--- src/tcc_pkg.sv ---
package tcc_pkg;
	localparam int TCC_AW = 8;
	localparam int TCC_DW = 32;
	localparam int TCC_CW = 16;
	// Register byte offsets
	localparam logic [7:0] TCC_OFS_MODE = 8'h18;
	localparam logic [7:0] TCC_OFS_ENPOL = 8'h20;
	localparam logic [7:0] TCC_OFS_CNT = 8'h24;
	localparam logic [7:0] TCC_OFS_CAPVAL = 8'h34;
	localparam logic [7:0] TCC_OFS_STAT = 8'h10;
	localparam logic [7:0] TCC_OFS_MASK = 8'h0C;
	// Mode register fields
	localparam int TCC_DIR_LSB = 0;
	localparam int TCC_DIV_LSB = 2;
	localparam int TCC_FLT_LSB = 4;
	localparam int TCC_REF_BIT = 8;
	// Enable/polarity register fields
	localparam int TCC_EN_BIT = 0;
	localparam int TCC_POL_BIT = 1;
	localparam int TCC_NPOL_BIT = 3;
	// Status bits
	localparam int TCC_ST_CAP = 0;
	localparam int TCC_ST_OVR = 1;
	localparam int TCC_NSTAT = 2;
	localparam logic [31:0] TCC_RST_ZERO = 32'h0000_0000;
	localparam logic [1:0] TCC_DIR_OUT = 2'b00;
	localparam logic [1:0] TCC_DIR_IN1 = 2'b01;
	// Sampling base clock: kernel clock divided by this ratio
	localparam int TCC_BASE_DIV = 1;
	localparam int TCC_SDIV_W = 5;
endpackage : tcc_pkg

--- src/tcc_channel.sv ---
// Design decision made here: the plain strobed port.
`timescale 1ns/100ps
// How it works
// - Filter field resets to zero; zero means no filtering, sampled at base rate.
// - Filter is an event counter; output flips after N consecutive samples.
// - Codes 1 to 3 sample at kernel clock with N of 2, 4, 8.
// - Codes 4 to 9 sample at base/2, /4, /8 with N 6 then 8.
// - Codes 10 to 15 sample at base/16, /32 with N 5, 6, 8.
// - Edge divider captures on every 1st, 2nd, 4th or 8th event.
// - Edge divider count is cleared whenever the channel is disabled.
// - Direction 00 is output, 01 is input from timer input one.
// - Direction field writes are ignored while the channel is enabled.
// - Output mode polarity bit 0 is active high, 1 active low.
// - Input polarity pair selects rising, falling or both edges.
// - Disabled output is low with drive off; enabled with direction 00 drives polarised reference.
// - Input mode enable gates whether the counter is captured.
// - Capture register holds counter value from the latest qualified event.
module tcc_channel
	import tcc_pkg::*;
#(
	parameter int CNT_W = TCC_CW
)
(
	input wire logic clock,
	input wire logic rst_n,
	input wire logic [TCC_AW-1:0] addr,
	input wire logic [TCC_DW-1:0] wdata,
	input wire logic wr_stb,
	input wire logic rd_stb,
	output logic [TCC_DW-1:0] rdata,
	input wire logic count_tick,
	input wire logic timer_input_one,
	output logic channel_output,
	output logic channel_output_en,
	output logic irq
);
	// The counter must fit in one bus word
	if (CNT_W < 1 || CNT_W > 32)
	begin : g_bad_width
		$error("CNT_W out of range");
	end

	logic [1:0] dir_ff;
	logic [1:0] div_sel_ff;
	logic [3:0] flt_sel_ff;
	logic ref_ff;
	logic en_ff;
	logic pol_ff;
	logic npol_ff;
	logic [CNT_W-1:0] cnt_ff;
	logic [CNT_W-1:0] cap_ff;
	logic [TCC_NSTAT-1:0] stat_ff;
	logic [TCC_NSTAT-1:0] mask_ff;
	logic [TCC_DW-1:0] rdata_ff;
	logic [TCC_DW-1:0] nxt_rdata;
	logic [2:0] pin_sync_ff;
	logic pin_level_ff;
	logic base_tick_ff;
	logic [TCC_SDIV_W-1:0] base_cnt_ff;
	logic filt;
	logic filt_d_ff;
	logic rise;
	logic fall;
	logic edge_evt;
	logic cap_pulse;
	logic is_input;
	logic is_output;

	function automatic logic hit(input logic [TCC_AW-1:0] a, input logic [7:0] ofs);
		hit = (a == ofs);
	endfunction : hit

	assign is_input = (dir_ff == TCC_DIR_IN1);
	// Reserved directions neither drive the pin nor capture
	assign is_output = (dir_ff == TCC_DIR_OUT);

	// Mode register; direction only writable while the channel is off
	always_ff @(posedge clock or negedge rst_n)
	begin
		if (!rst_n)
		begin
			dir_ff <= TCC_RST_ZERO[1:0];
			div_sel_ff <= TCC_RST_ZERO[1:0];
			flt_sel_ff <= TCC_RST_ZERO[3:0];
			ref_ff <= 1'b0;
		end
		else if (wr_stb && hit(addr, TCC_OFS_MODE))
		begin
			if (!en_ff)
				dir_ff <= wdata[TCC_DIR_LSB +: 2];
			div_sel_ff <= wdata[TCC_DIV_LSB +: 2];
			flt_sel_ff <= wdata[TCC_FLT_LSB +: 4];
			ref_ff <= wdata[TCC_REF_BIT];
		end
	end

	always_ff @(posedge clock or negedge rst_n)
	begin
		if (!rst_n)
		begin
			en_ff <= 1'b0;
			pol_ff <= 1'b0;
			npol_ff <= 1'b0;
		end
		else if (wr_stb && hit(addr, TCC_OFS_ENPOL))
		begin
			en_ff <= wdata[TCC_EN_BIT];
			pol_ff <= wdata[TCC_POL_BIT];
			npol_ff <= wdata[TCC_NPOL_BIT];
		end
	end

	// Free-running counter, software may overwrite it
	always_ff @(posedge clock or negedge rst_n)
	begin
		if (!rst_n)
			cnt_ff <= '0;
		else if (wr_stb && hit(addr, TCC_OFS_CNT))
			cnt_ff <= wdata[CNT_W-1:0];
		else if (count_tick)
			cnt_ff <= cnt_ff + 1'b1;
	end

	// Pin synchroniser; a change counts once the last two stages agree
	always_ff @(posedge clock or negedge rst_n)
	begin
		if (!rst_n)
		begin
			pin_sync_ff <= 3'b000;
			pin_level_ff <= 1'b0;
		end
		else
		begin
			pin_sync_ff <= {pin_sync_ff[1:0], timer_input_one};
			if (pin_sync_ff[2] == pin_sync_ff[1])
				pin_level_ff <= pin_sync_ff[2];
		end
	end

	// Sampling base clock enable derived from the kernel clock
	always_ff @(posedge clock or negedge rst_n)
	begin
		if (!rst_n)
		begin
			base_cnt_ff <= '0;
			base_tick_ff <= 1'b0;
		end
		else
		begin
			base_tick_ff <= (base_cnt_ff == TCC_SDIV_W'(TCC_BASE_DIV - 1));
			if (base_cnt_ff == TCC_SDIV_W'(TCC_BASE_DIV - 1))
				base_cnt_ff <= '0;
			else
				base_cnt_ff <= base_cnt_ff + 1'b1;
		end
	end

	tcc_filter u_filter (
		.clock(clock),
		.rst_n(rst_n),
		.base_tick(base_tick_ff),
		.input_filter_select(flt_sel_ff),
		.pin_level(pin_level_ff),
		.filt_level(filt)
	);

	always_ff @(posedge clock or negedge rst_n)
	begin
		if (!rst_n)
			filt_d_ff <= 1'b0;
		else
			filt_d_ff <= filt;
	end

	assign rise = filt & ~filt_d_ff;
	assign fall = ~filt & filt_d_ff;
	// Reserved pair 10 is treated as rising edge
	assign edge_evt = is_input && ((npol_ff & pol_ff) ? (rise | fall) : (pol_ff ? fall : rise));

	tcc_edge_div u_div (
		.clock(clock),
		.rst_n(rst_n),
		.clear(!en_ff),
		.edge_evt(edge_evt),
		.capture_edge_divider(div_sel_ff),
		.capture_pulse(cap_pulse)
	);

	always_ff @(posedge clock or negedge rst_n)
	begin
		if (!rst_n)
			cap_ff <= '0;
		else if (cap_pulse && en_ff)
			cap_ff <= cnt_ff;
	end

	// Sticky flags: set wins over a write-one clear in the same cycle
	always_ff @(posedge clock or negedge rst_n)
	begin
		if (!rst_n)
			stat_ff <= '0;
		else
		begin
			for (int i = 0; i < TCC_NSTAT; i++)
			begin
				if (wr_stb && hit(addr, TCC_OFS_STAT) && wdata[i])
					stat_ff[i] <= 1'b0;
			end
			if (cap_pulse && en_ff)
			begin
				stat_ff[TCC_ST_CAP] <= 1'b1;
				if (stat_ff[TCC_ST_CAP])
					stat_ff[TCC_ST_OVR] <= 1'b1;
			end
		end
	end

	always_ff @(posedge clock or negedge rst_n)
	begin
		if (!rst_n)
			mask_ff <= '0;
		else if (wr_stb && hit(addr, TCC_OFS_MASK))
			mask_ff <= wdata[TCC_NSTAT-1:0];
	end

	assign irq = |(stat_ff & mask_ff);

	// Output stage; complementary polarity assumed zero here
	assign channel_output = en_ff && is_output && (ref_ff ^ pol_ff);
	assign channel_output_en = en_ff && is_output;

	always_comb
	begin
		nxt_rdata = '0;
		if (hit(addr, TCC_OFS_MODE))
			nxt_rdata = TCC_DW'({ref_ff, flt_sel_ff, div_sel_ff, dir_ff});
		else if (hit(addr, TCC_OFS_ENPOL))
			nxt_rdata = TCC_DW'({npol_ff, 1'b0, pol_ff, en_ff});
		else if (hit(addr, TCC_OFS_CNT))
			nxt_rdata = TCC_DW'(cnt_ff);
		else if (hit(addr, TCC_OFS_CAPVAL))
			nxt_rdata = TCC_DW'(cap_ff);
		else if (hit(addr, TCC_OFS_STAT))
			nxt_rdata = TCC_DW'(stat_ff);
		else if (hit(addr, TCC_OFS_MASK))
			nxt_rdata = TCC_DW'(mask_ff);
	end

	// Read data stands only in the cycle after the strobe
	always_ff @(posedge clock or negedge rst_n)
	begin
		if (!rst_n)
			rdata_ff <= '0;
		else if (rd_stb)
			rdata_ff <= nxt_rdata;
		else
			rdata_ff <= '0;
	end

	assign rdata = rdata_ff;

	// Register bus and counter
	a_dir_locked: assert property (@(posedge clock) disable iff (!rst_n)
		en_ff && wr_stb && hit(addr, TCC_OFS_MODE) |=> $stable(dir_ff))
		else $error("direction changed while channel enabled");

	a_dir_open: assert property (@(posedge clock) disable iff (!rst_n)
		!en_ff && wr_stb && hit(addr, TCC_OFS_MODE) |=> dir_ff == $past(wdata[TCC_DIR_LSB +: 2]))
		else $error("direction not written while channel disabled");

	a_cnt_write: assert property (@(posedge clock) disable iff (!rst_n)
		wr_stb && hit(addr, TCC_OFS_CNT) |=> cnt_ff == $past(wdata[CNT_W-1:0]))
		else $error("counter write lost");

	a_cnt_hold: assert property (@(posedge clock) disable iff (!rst_n)
		!wr_stb && !count_tick |=> $stable(cnt_ff))
		else $error("counter moved without a tick");

	a_rdata_idle: assert property (@(posedge clock) disable iff (!rst_n)
		!rd_stb |=> rdata == '0)
		else $error("read data outside its cycle");

	// Capture path
	a_pin_agree: assert property (@(posedge clock) disable iff (!rst_n)
		(pin_level_ff != $past(pin_level_ff)) |-> ($past(pin_sync_ff[2]) == $past(pin_sync_ff[1])))
		else $error("pin level taken before the stages agreed");

	a_edge_rise: assert property (@(posedge clock) disable iff (!rst_n)
		is_input && !pol_ff && !npol_ff && edge_evt |-> filt && !filt_d_ff)
		else $error("rising edge select took another edge");

	a_edge_fall: assert property (@(posedge clock) disable iff (!rst_n)
		is_input && pol_ff && !npol_ff && edge_evt |-> !filt && filt_d_ff)
		else $error("falling edge select took another edge");

	a_edge_both: assert property (@(posedge clock) disable iff (!rst_n)
		is_input && pol_ff && npol_ff && (filt != filt_d_ff) |-> edge_evt)
		else $error("both edge select missed an edge");

	a_cap_needs_en: assert property (@(posedge clock) disable iff (!rst_n)
		!en_ff |-> !cap_pulse)
		else $error("capture pulse while disabled");

	a_cap_gated: assert property (@(posedge clock) disable iff (!rst_n)
		!en_ff |=> $stable(cap_ff))
		else $error("capture while disabled");

	a_cap_loads: assert property (@(posedge clock) disable iff (!rst_n)
		cap_pulse && en_ff |=> cap_ff == $past(cnt_ff) && stat_ff[TCC_ST_CAP])
		else $error("capture value or flag not updated");

	a_cap_hold: assert property (@(posedge clock) disable iff (!rst_n)
		!(cap_pulse && en_ff) |=> $stable(cap_ff))
		else $error("capture value changed without a capture");

	// Flags and outputs
	a_flag_sticky: assert property (@(posedge clock) disable iff (!rst_n)
		stat_ff[TCC_ST_CAP] && !(wr_stb && hit(addr, TCC_OFS_STAT) && wdata[TCC_ST_CAP]) |=> stat_ff[TCC_ST_CAP])
		else $error("capture flag lost without a clear");

	a_ovr_sticky: assert property (@(posedge clock) disable iff (!rst_n)
		stat_ff[TCC_ST_OVR] && !(wr_stb && hit(addr, TCC_OFS_STAT) && wdata[TCC_ST_OVR]) |=> stat_ff[TCC_ST_OVR])
		else $error("overcapture flag lost without a clear");

	a_stat_clear: assert property (@(posedge clock) disable iff (!rst_n)
		wr_stb && hit(addr, TCC_OFS_STAT) && wdata[TCC_ST_CAP] && !(cap_pulse && en_ff) |=> !stat_ff[TCC_ST_CAP])
		else $error("capture flag not cleared");

	a_overcapture: assert property (@(posedge clock) disable iff (!rst_n)
		cap_pulse && en_ff && stat_ff[TCC_ST_CAP] |=> stat_ff[TCC_ST_OVR])
		else $error("overcapture not flagged");

	a_out_off: assert property (@(posedge clock) disable iff (!rst_n)
		!en_ff |-> !channel_output && !channel_output_en)
		else $error("output driven while disabled");

	a_out_polar: assert property (@(posedge clock) disable iff (!rst_n)
		channel_output_en |-> channel_output == (ref_ff ^ pol_ff))
		else $error("output polarity wrong");

	a_reserved_idle: assert property (@(posedge clock) disable iff (!rst_n)
		dir_ff[1] |-> !channel_output_en && !edge_evt)
		else $error("reserved direction drove or captured");
endmodule : tcc_channel

--- src/tcc_filter.sv ---
`timescale 1ns/100ps
module tcc_filter
	import tcc_pkg::*;
(
	input wire logic clock,
	input wire logic rst_n,
	input wire logic base_tick,
	input wire logic [3:0] input_filter_select,
	input wire logic pin_level,
	output logic filt_level
);
	logic [TCC_SDIV_W-1:0] div_ff;
	logic [3:0] run_ff;
	logic filt_ff;
	logic samp_en;
	logic [3:0] need_n;

	// Sampling rate and count per code
	always_comb
	begin
		samp_en = base_tick;
		need_n = 4'd1;
		unique case (input_filter_select)
			4'h0: begin samp_en = base_tick; need_n = 4'd1; end
			4'h1: begin samp_en = 1'b1; need_n = 4'd2; end
			4'h2: begin samp_en = 1'b1; need_n = 4'd4; end
			4'h3: begin samp_en = 1'b1; need_n = 4'd8; end
			4'h4: begin samp_en = base_tick & (div_ff[0:0] == 1'b1); need_n = 4'd6; end
			4'h5: begin samp_en = base_tick & (div_ff[0:0] == 1'b1); need_n = 4'd8; end
			4'h6: begin samp_en = base_tick & (div_ff[1:0] == 2'b11); need_n = 4'd6; end
			4'h7: begin samp_en = base_tick & (div_ff[1:0] == 2'b11); need_n = 4'd8; end
			4'h8: begin samp_en = base_tick & (div_ff[2:0] == 3'b111); need_n = 4'd6; end
			4'h9: begin samp_en = base_tick & (div_ff[2:0] == 3'b111); need_n = 4'd8; end
			4'hA: begin samp_en = base_tick & (div_ff[3:0] == 4'hF); need_n = 4'd5; end
			4'hB: begin samp_en = base_tick & (div_ff[3:0] == 4'hF); need_n = 4'd6; end
			4'hC: begin samp_en = base_tick & (div_ff[3:0] == 4'hF); need_n = 4'd8; end
			4'hD: begin samp_en = base_tick & (div_ff == 5'h1F); need_n = 4'd5; end
			4'hE: begin samp_en = base_tick & (div_ff == 5'h1F); need_n = 4'd6; end
			4'hF: begin samp_en = base_tick & (div_ff == 5'h1F); need_n = 4'd8; end
		endcase
	end

	always_ff @(posedge clock or negedge rst_n)
	begin
		if (!rst_n)
			div_ff <= '0;
		else if (base_tick)
			div_ff <= div_ff + 5'd1;
	end

	// Event counter: output flips after N consecutive differing samples
	always_ff @(posedge clock or negedge rst_n)
	begin
		if (!rst_n)
		begin
			run_ff <= 4'd0;
			filt_ff <= 1'b0;
		end
		else if (samp_en)
		begin
			if (pin_level == filt_ff)
				run_ff <= 4'd0;
			else if (run_ff + 4'd1 >= need_n)
			begin
				run_ff <= 4'd0;
				filt_ff <= pin_level;
			end
			else
				run_ff <= run_ff + 4'd1;
		end
	end

	assign filt_level = filt_ff;

	a_filter_hold: assert property (@(posedge clock) disable iff (!rst_n)
		(filt_ff != $past(filt_ff)) |-> $past(samp_en) && ($past(pin_level) == filt_ff))
		else $error("filter output changed without a matching sample");
	a_filter_bypass: assert property (@(posedge clock) disable iff (!rst_n)
		(input_filter_select == 4'h0 && samp_en && pin_level != filt_ff) |=> filt_ff == $past(pin_level))
		else $error("unfiltered code did not follow the sample");
endmodule : tcc_filter

--- src/tcc_edge_div.sv ---
`timescale 1ns/100ps
module tcc_edge_div
	import tcc_pkg::*;
(
	input wire logic clock,
	input wire logic rst_n,
	input wire logic clear,
	input wire logic edge_evt,
	input wire logic [1:0] capture_edge_divider,
	output logic capture_pulse
);
	logic [2:0] evt_ff;
	logic [2:0] last_cnt;

	always_comb
	begin
		unique case (capture_edge_divider)
			2'b00: last_cnt = 3'd0;
			2'b01: last_cnt = 3'd1;
			2'b10: last_cnt = 3'd3;
			2'b11: last_cnt = 3'd7;
		endcase
	end

	always_ff @(posedge clock or negedge rst_n)
	begin
		if (!rst_n)
			evt_ff <= 3'd0;
		else if (clear)
			evt_ff <= 3'd0;
		else if (edge_evt)
			evt_ff <= (evt_ff >= last_cnt) ? 3'd0 : evt_ff + 3'd1;
	end

	assign capture_pulse = !clear && edge_evt && (evt_ff >= last_cnt);

	a_divider_clear: assert property (@(posedge clock) disable iff (!rst_n)
		clear |=> evt_ff == 3'd0)
		else $error("edge divider count not cleared while disabled");
	a_divider_every: assert property (@(posedge clock) disable iff (!rst_n)
		capture_pulse |-> evt_ff == last_cnt)
		else $error("capture issued at wrong event count");
endmodule : tcc_edge_div

--- config.mk ---
export PLATFORM = sky130hd
export DESIGN_NAME = tcc_channel
export DESIGN_NICKNAME = d
export VERILOG_FILES = /design/src/tcc_pkg.sv /design/src/tcc_channel.sv /design/src/tcc_filter.sv /design/src/tcc_edge_div.sv
export SDC_FILE = /design/constraint.sdc
export NUM_CORES = 1
export LEC_CHECK = 0
export ABC_AREA = 1
export BUFFER_PORTS_ARGS = -buffer_cell sky130_fd_sc_hd__buf_2
export CORE_MARGIN = 2
export CORE_UTILIZATION = 55
export CTS_BUF_LIST = sky130_fd_sc_hd__clkbuf_16
export DETAILED_ROUTE_END_ITERATION = 8
export MAX_ROUTING_LAYER = met4
export PLACE_DENSITY_LB_ADDON = 0.3
export SLEW_MARGIN = 20
export SYNTH_ARGS = -nofsm -noshare
export SYNTH_HDL_FRONTEND = slang
export SYNTH_SLANG_ARGS = --single-unit
--- constraint.sdc ---
create_clock -name clock -period 1.9 [get_ports clock]
set_input_delay 0.19 -clock clock [delete_from_list [all_inputs] [get_ports clock]]
set_output_delay 0.19 -clock clock [all_outputs]
set_load 0.02 [all_outputs]
== After elaboration in Yosys (flattened, before gate mapping) ==
Index checks and enable logic that the tools add are counted.
Storage, ports and cells
  flip-flop bits (word level): 104
  input port bits: 46
  output and inout bits: 35
  logic and storage cells: 131
Operators by class
  add/subtract/negate cells: 5
  order comparisons: 2
  equality and inequality tests: 32
  multiplexer cells: 24
  bitwise gates (word level): 15
  reductions and logical operators: 31
Operators by type and width (number)
  16-bit 2-to-1 mux: 7
  4-bit equality test (second input constant): 9
  8-bit by 6-bit equality test with 1-bit output (second input constant): 3
  4-bit one-hot mux with 6 select lines: 1
  16-bit by 1-bit adder with 16-bit output (second input constant): 1
  4-bit by 3-bit equality test with 1-bit output (second input constant): 4
  8-bit by 5-bit equality test with 1-bit output (second input constant): 2
  1-bit logical AND: 13
  3-bit one-hot mux with 4 select lines: 1
  5-bit by 1-bit adder with 5-bit output (second input constant): 2
  2-bit OR reduction: 5
  3-bit 2-to-1 mux: 3
  3-bit OR reduction: 3
  1-bit bitwise AND: 8
  4-bit by 2-bit equality test with 1-bit output (second input constant): 2
  8-bit by 4-bit equality test with 1-bit output (second input constant): 1
  4-bit 2-to-1 mux: 2
  1-bit one-hot mux with 7 select lines: 1
  2-bit equality test (second input constant): 3
  2-bit 2-to-1 mux: 3
  6-bit OR reduction: 1
  5-bit equality test (second input constant): 1
  5-bit zero test: 1
  1-bit 2-to-1 mux: 5
  20 further kinds: 27

== Longest topological paths before layout ==
  depth in word-level cells: 9
  gate-level depth with buffers: 15
  depth with buffers taken out: 15

== Cells and area by module ==
Synthesis repeated with hierarchy kept, for this count alone.
Unflattened totals
  cell total of the unflattened synthesis: 622
  area, all modules: 4914.7 um^2
Modules (own cells, without submodules)
  tcc_channel: instances 1, cells each 470, area each 3866.2 um^2, seq. area each 1876.8 um^2
  tcc_filter: instances 1, cells each 111, area each 785.8 um^2, seq. area each 250.2 um^2
  tcc_edge_div: instances 1, cells each 41, area each 262.8 um^2, seq. area each 75.1 um^2

== Least setup slack after synthesis ==
No wires, ideal clock.
  path kind: register -> register
  from: register flt_sel_ff[1]
  to: register u_filter.filt_ff, in the netlist u_filter.filt_level
  setup time: 117 ps
  arrival: 1649 ps
  required time: 1783 ps
  setup slack: 134 ps
  stages on the path, launching flop included: 16
  path buffers: 0
  period minus slack after synthesis: 1766 ps
  cell sequence: dfrtp_1 > inv_2 > nand2_1 > nand3_1 > o22ai_1 > a21oi_1 > ha_1 > inv_1 > o21bai_1 > nand3_1 > nand3_1 > nand2_1 > inv_1 > nand2_1 > nand2_1 > nand2_1
On the way
  cells in the longest elaborated chain, start to end: 5
  elaborated cells on any way between the ends: 29
  those cells by class: 1 x order compare; 15 x eq/ne; 2 x mux; 11 x reduce/logical
RTL lines
  start, declared: line tcc_channel.sv:45  | logic [3:0] flt_sel_ff;
  start signal, assigned: line tcc_channel.sv:84  | flt_sel_ff <= TCC_RST_ZERO[3:0];
  start signal, assigned: line tcc_channel.sv:92  | flt_sel_ff <= wdata[TCC_FLT_LSB +: 4];
  4-bit by 2-bit equality test with 1-bit output (tied with other cells): line tcc_filter.sv:23  | unique case (input_filter_select)
  6-bit OR reduction (no source line) (tied with other cells)
  4-bit one-hot mux with 6 select lines: line tcc_filter.sv:23
  4-bit greater-or-equal comparator: line tcc_filter.sv:63  | else if (run_ff + 4'd1 >= need_n)
  3-bit AND reduction (no source line) (*)
  end signal, assigned: line tcc_filter.sv:66  | filt_ff <= pin_level;
  end, declared: line tcc_filter.sv:14  | logic filt_ff;
Mark *: on every way between the ends. The rest lies on a longest branch, timed or not.
A chain may end at the register's enable or synchronous reset.

== Worst setup path after layout ==
  from: register flt_sel_ff[0]
  to: register u_filter.filt_ff, in the netlist u_filter.filt_level
The elaborated chain is that of the path after synthesis.

==> out/qor.csv <==
stage;metric;value;unit
synthesis;count of synthesis-stage warnings from yosys;0;
setup_path;Worst Setup Path Type;reg2reg;
status;outcome;finished, violations left;
run;count of maximum capacitance violations;0;
floorplan;die height;98.7;um
timing;final-layout worst hold slack;0.0769;ns
route;ratio of routed vias to standard cells;5.33;
global_route;antenna violations before repair;0;
route;total routed wirelength;11.4;mm
timing;Final min period;2.01;ns
synthesis;number of flops mapped to enable cells by yosys;0;
synthesis;number of storage elements in the synthesis netlist;88;
clock_tree;buffer type at the clock tree root;sky130_fd_sc_hd__clkbuf_16;
clock_tree;CTS buffer count;9;
setup_path;startpoint type of the worst setup path;flop;
timing;RSZ-0062 raised after global routing;true;
global_route;residual overflow from global routing;0;
synthesis;mean instance size in the synthesized netlist;8.17;um2
timing;share of the clock period used by the worst path after layout;106;%
floorplan;Chip Width;98.7;um
cells_and_area;multi-input logic area;0.00235;mm2
clock_tree;Sinks on Clock Net;88;
route;met2 wirelength from detailed routing;5.55;mm
placement;GPL Wtd Cong;0.943;
power_and_ir_drop;Power Dens Cells;849;mW/mm2
clock_tree;CTS tree;yes;
power_and_ir_drop;reported net switching power;1550;uW
route;DR pass1 iterations;5;
cells_and_area;count of fill cells added during filler insertion;722;
timing;endpoints failing hold;0;
route;wire per inst;14.5;um
global_route;number of global-route vias before repair;3989;
synthesis;gate count after technology mapping;604;
route;met3 wire length;566;um
timing;Layout Skew;0.00634;ns
setup_path;cell type of the slowest stage on the worst timing path;sky130_fd_sc_hd__dfrtp_2;
cells_and_area;utilization after layout;65.1;%
timing;count of final setup violators;5;
synthesis;share of flip-flops with an asynchronous set or reset;100;%
power_and_ir_drop;share of power burned in combinational logic;20.0;%
setup_path;data required time of the critical path;2.13;ns
power_and_ir_drop;relative contribution of the clock network to total power;34.1;%
route;residual DRC count;0;
cells_and_area;register area;0.00221;mm2
clock_tree;CTS HTree Levels;3;
route;Detail Route Antenna Nets;0;
cells_and_area;number of nets in the layout;734;
synthesis;portion of the post-synthesis area used by sequential elements;44.6;%
route;uppermost signal routing layer after detailed routing;met4;
timing;sum of negative setup slack;-0.366;ns
timing;f_max;498;MHz
global_route;maximum number of pins on one net before global-route repair;43;
global_route;Tot GR Track Use;24.7;%
power_and_ir_drop;leakage component of the power;0.00296;uW
power_and_ir_drop;cell internal pwr;3280;uW
power_and_ir_drop;switching part of the total power;32.1;%
floorplan;effective utilization at floorplan;56.6;%
setup_path;cell seen most often among critical-path stages;sky130_fd_sc_hd__nand2_1;
placement;placement-stage worst setup slack;-0.101;ns
power_and_ir_drop;power share of the sequential group;45.9;%
synthesis;number of distinct library cells after synthesis;45;
power_and_ir_drop;VDD IR max;0.500;mV
cells_and_area;area added between synthesis and finish;15.2;%
floorplan;overall die area;0.00974;mm2
timing;number of max-slew violations in the final report;0;
route;number of design-rule violations left by the first detailed-router iteration;244;
route;via count;4181;
setup_path;Arr. time, crit path;2.24;ns
global_route;wire length of the first global-routing pass;18.7;mm
setup_path;kind of end point of the critical path;flop;
floorplan;IO Count;81;
synthesis;cell area after synthesis;0.00493;mm2
placement;port bufs;48;
floorplan;area of the core;0.00872;mm2
setup_path;maximum fanout encountered on the critical timing path;4;
worst_hold_path;worst min path class;in2reg;
floorplan;site row count;34;
route;Met1 Routed Length;5.09;mm
setup_path;delay of the slowest critical-path stage;0.45;ns
timing;final worst slack;-0.108;ns
clock_tree;number of buffers between clock root and the deepest sink;2;
clock_tree;clock slew at reported path FFs;0.07;ns
placement;post-detailed-placement half-perimeter wirelength;8.19;mm
cells_and_area;ANT cells;0;
cells_and_area;fraction of final layout cells sized beyond drive strength 1;21.0;%
status;violated checks;setup timing;
setup_path;critical path cell sequence;inv_2 > nand2_2 > o22ai_4 > a21oi_2 > ha_1 > inv_1 > o21bai_1 > nand3_1 > nand3_2 > nand2_1 > inv_1 > nand2_1 > nand2_1 > nand2_1;
synthesis;most used flip-flop cell after synthesis;sky130_fd_sc_hd__dfrtp_1;
clock_tree;Skew-Pair Late Insertion Delay;0.34;ns
## power by group through the flow
| stage | Sequential (uW) | Combinational, uW | Clock, uW |
|---|---|---|---|
| floorplan | 2180 | 623 | 0 |
| global placement | 2230 | 802 | 0 |
| detailed placement | 2240 | 839 | 0 |
| CTS | 2200 | 893 | 1670 |
| global route | 2230 | 1080 | 1750 |
| finish | 2210 | 965 | 1650 |
## synthesized netlist by cell type, types with 2 or more instances
master,number,area share [%]
sky130_fd_sc_hd__a21oi_1,12,1.2
sky130_fd_sc_hd__buf_2,2,0.20
sky130_fd_sc_hd__buf_4,17,2.6
sky130_fd_sc_hd__buf_6,5,1.1
sky130_fd_sc_hd__clkbuf_1,2,0.15
sky130_fd_sc_hd__dfrtp_1,88,45
sky130_fd_sc_hd__ha_1,17,4.3
sky130_fd_sc_hd__inv_1,68,5.2
sky130_fd_sc_hd__inv_2,9,0.68
sky130_fd_sc_hd__nand2_1,156,12
sky130_fd_sc_hd__nand2_2,5,0.63
sky130_fd_sc_hd__nand2_4,3,0.68
sky130_fd_sc_hd__nand3_1,54,5.5
sky130_fd_sc_hd__nand3_2,2,0.41
sky130_fd_sc_hd__nand3b_1,2,0.30
sky130_fd_sc_hd__nand4_1,7,0.89
sky130_fd_sc_hd__nor2_1,40,3.0
sky130_fd_sc_hd__nor2_2,4,0.51
sky130_fd_sc_hd__nor2_4,2,0.46
sky130_fd_sc_hd__nor2_8,2,0.81
sky130_fd_sc_hd__nor3_1,9,0.91
sky130_fd_sc_hd__nor3_2,2,0.41
sky130_fd_sc_hd__nor4_1,2,0.25
sky130_fd_sc_hd__o211ai_1,6,0.91
sky130_fd_sc_hd__o21ai_0,42,4.3
sky130_fd_sc_hd__o21ai_1,4,0.41
sky130_fd_sc_hd__o21ai_2,6,1.1
sky130_fd_sc_hd__xnor2_1,7,1.2
sky130_fd_sc_hd__xor2_1,13,2.3
## final cells by class
class | count | share of cell area [%]
Clock buffer | 9 | 3.96
Clock inverter | 7 | 0.859
Inverter | 78 | 5.33
Multi-Input combinational cell | 426 | 41.4
Sequential cell | 88 | 38.8
Tap cell | 108 | 2.38
Timing Repair Buffer | 68 | 7.22
## cells in the final DEF, fill, tap and decap left out, types with 13 or more instances in the layout
cell	instances
sky130_fd_sc_hd__conb_1	16
sky130_fd_sc_hd__ha_1	17
sky130_fd_sc_hd__inv_1	67
sky130_fd_sc_hd__buf_4	18
sky130_fd_sc_hd__xor2_1	13
sky130_fd_sc_hd__nor2_1	38
sky130_fd_sc_hd__o21ai_0	41
sky130_fd_sc_hd__buf_2	47
sky130_fd_sc_hd__dfrtp_1	85
sky130_fd_sc_hd__nand3_1	52
sky130_fd_sc_hd__nand2_1	150
## metrics by stage
stage / cell area (um2) / power [uW] / instances
after global placement: 5250 / 3030 / 760
after detailed placement: 5250 / 3080 / 760
after global routing: 5680 / 5070 / 784
after floorplan: 4990 / 2810 / 619
final: 5680 / 4820 / 784
after CTS: 5630 / 4760 / 782
## routing by layer
metal | track usage [%] | vias to the layer above
li1 | - | 2041
met1 | 33.4 | 1984
met2 | 39.2 | 137
met3 | 4.26 | 19
met4 | 6.43 | 0
met5 | - | -
## worst max-delay path: cells and delay by family, from the launching register on
family                     cells  cell delay (ns)
and+or+nand+nor                7             0.53
adders and majority gates      1             0.31
DFF                            1             0.45
buffers and inverters          3             0.21
AOI/OAI and AO/OA              3             0.40
## path summary, 6_finish.rpt
| kind | from | end | slack [ns] | cells past startpoint |
|---|---|---|---|---|
| worst max register to register | flt_sel_ff[0] | u_filter.filt_level | -0.11 | 14 |
| worst max-delay path | flt_sel_ff[0] | u_filter.filt_level | -0.11 | 14 |
| worst min-delay path | wdata[10] | cnt_ff[10] | 0.08 | 3 |
| max in group asynchronous | rst_n | flt_sel_ff[2] | 0.95 | 3 |
| worst min register to register | pin_sync_ff[0] | pin_sync_ff[1] | 0.36 | 0 |
| min in group asynchronous | rst_n | pin_sync_ff[2] | 0.35 | 2 |
## registers in the layout, summed over array words and instances, names as in the netlist
signal               flops
div_sel_ff               2
cap_ff                  16
u_filter.run_ff          4
npol_ff                  1
pin_level_ff             1
pin_sync_ff              3
cnt_ff                  16
rdata                   16
en_ff                    1
ref_ff                   1
pol_ff                   1
base_tick_ff             1
u_filter.div_ff          5
mask_ff                  2
flt_sel_ff               4
u_div.evt_ff             3
u_filter.filt_level      1
base_cnt_ff              5
filt_d_ff                1
stat_ff                  2
dir_ff                   2
## repair_timing
| item | 4_1_cts | 5_1_grt |
|---|---|---|
| endpoints found under the setup margin | 5 | 23 |
| gates resized for setup | 17 | 10 |
| setup buffers | 4 | 2 |
| hold endpoints to repair | 32 | 0 |
| pin swaps | 6 | 5 |
| hold buffers | 2 | 0 |
## cells by family after synthesis
family,share of synthesized area [%]
simple gates,27.3
buf+inv,10.4
flops,44.6
compound gates,9.23
xor+xnor,3.55
fa+ha+maj,4.52
other cells,0.0760
mux,0.228
Note: power is estimated with default switching activity, not from simulation.
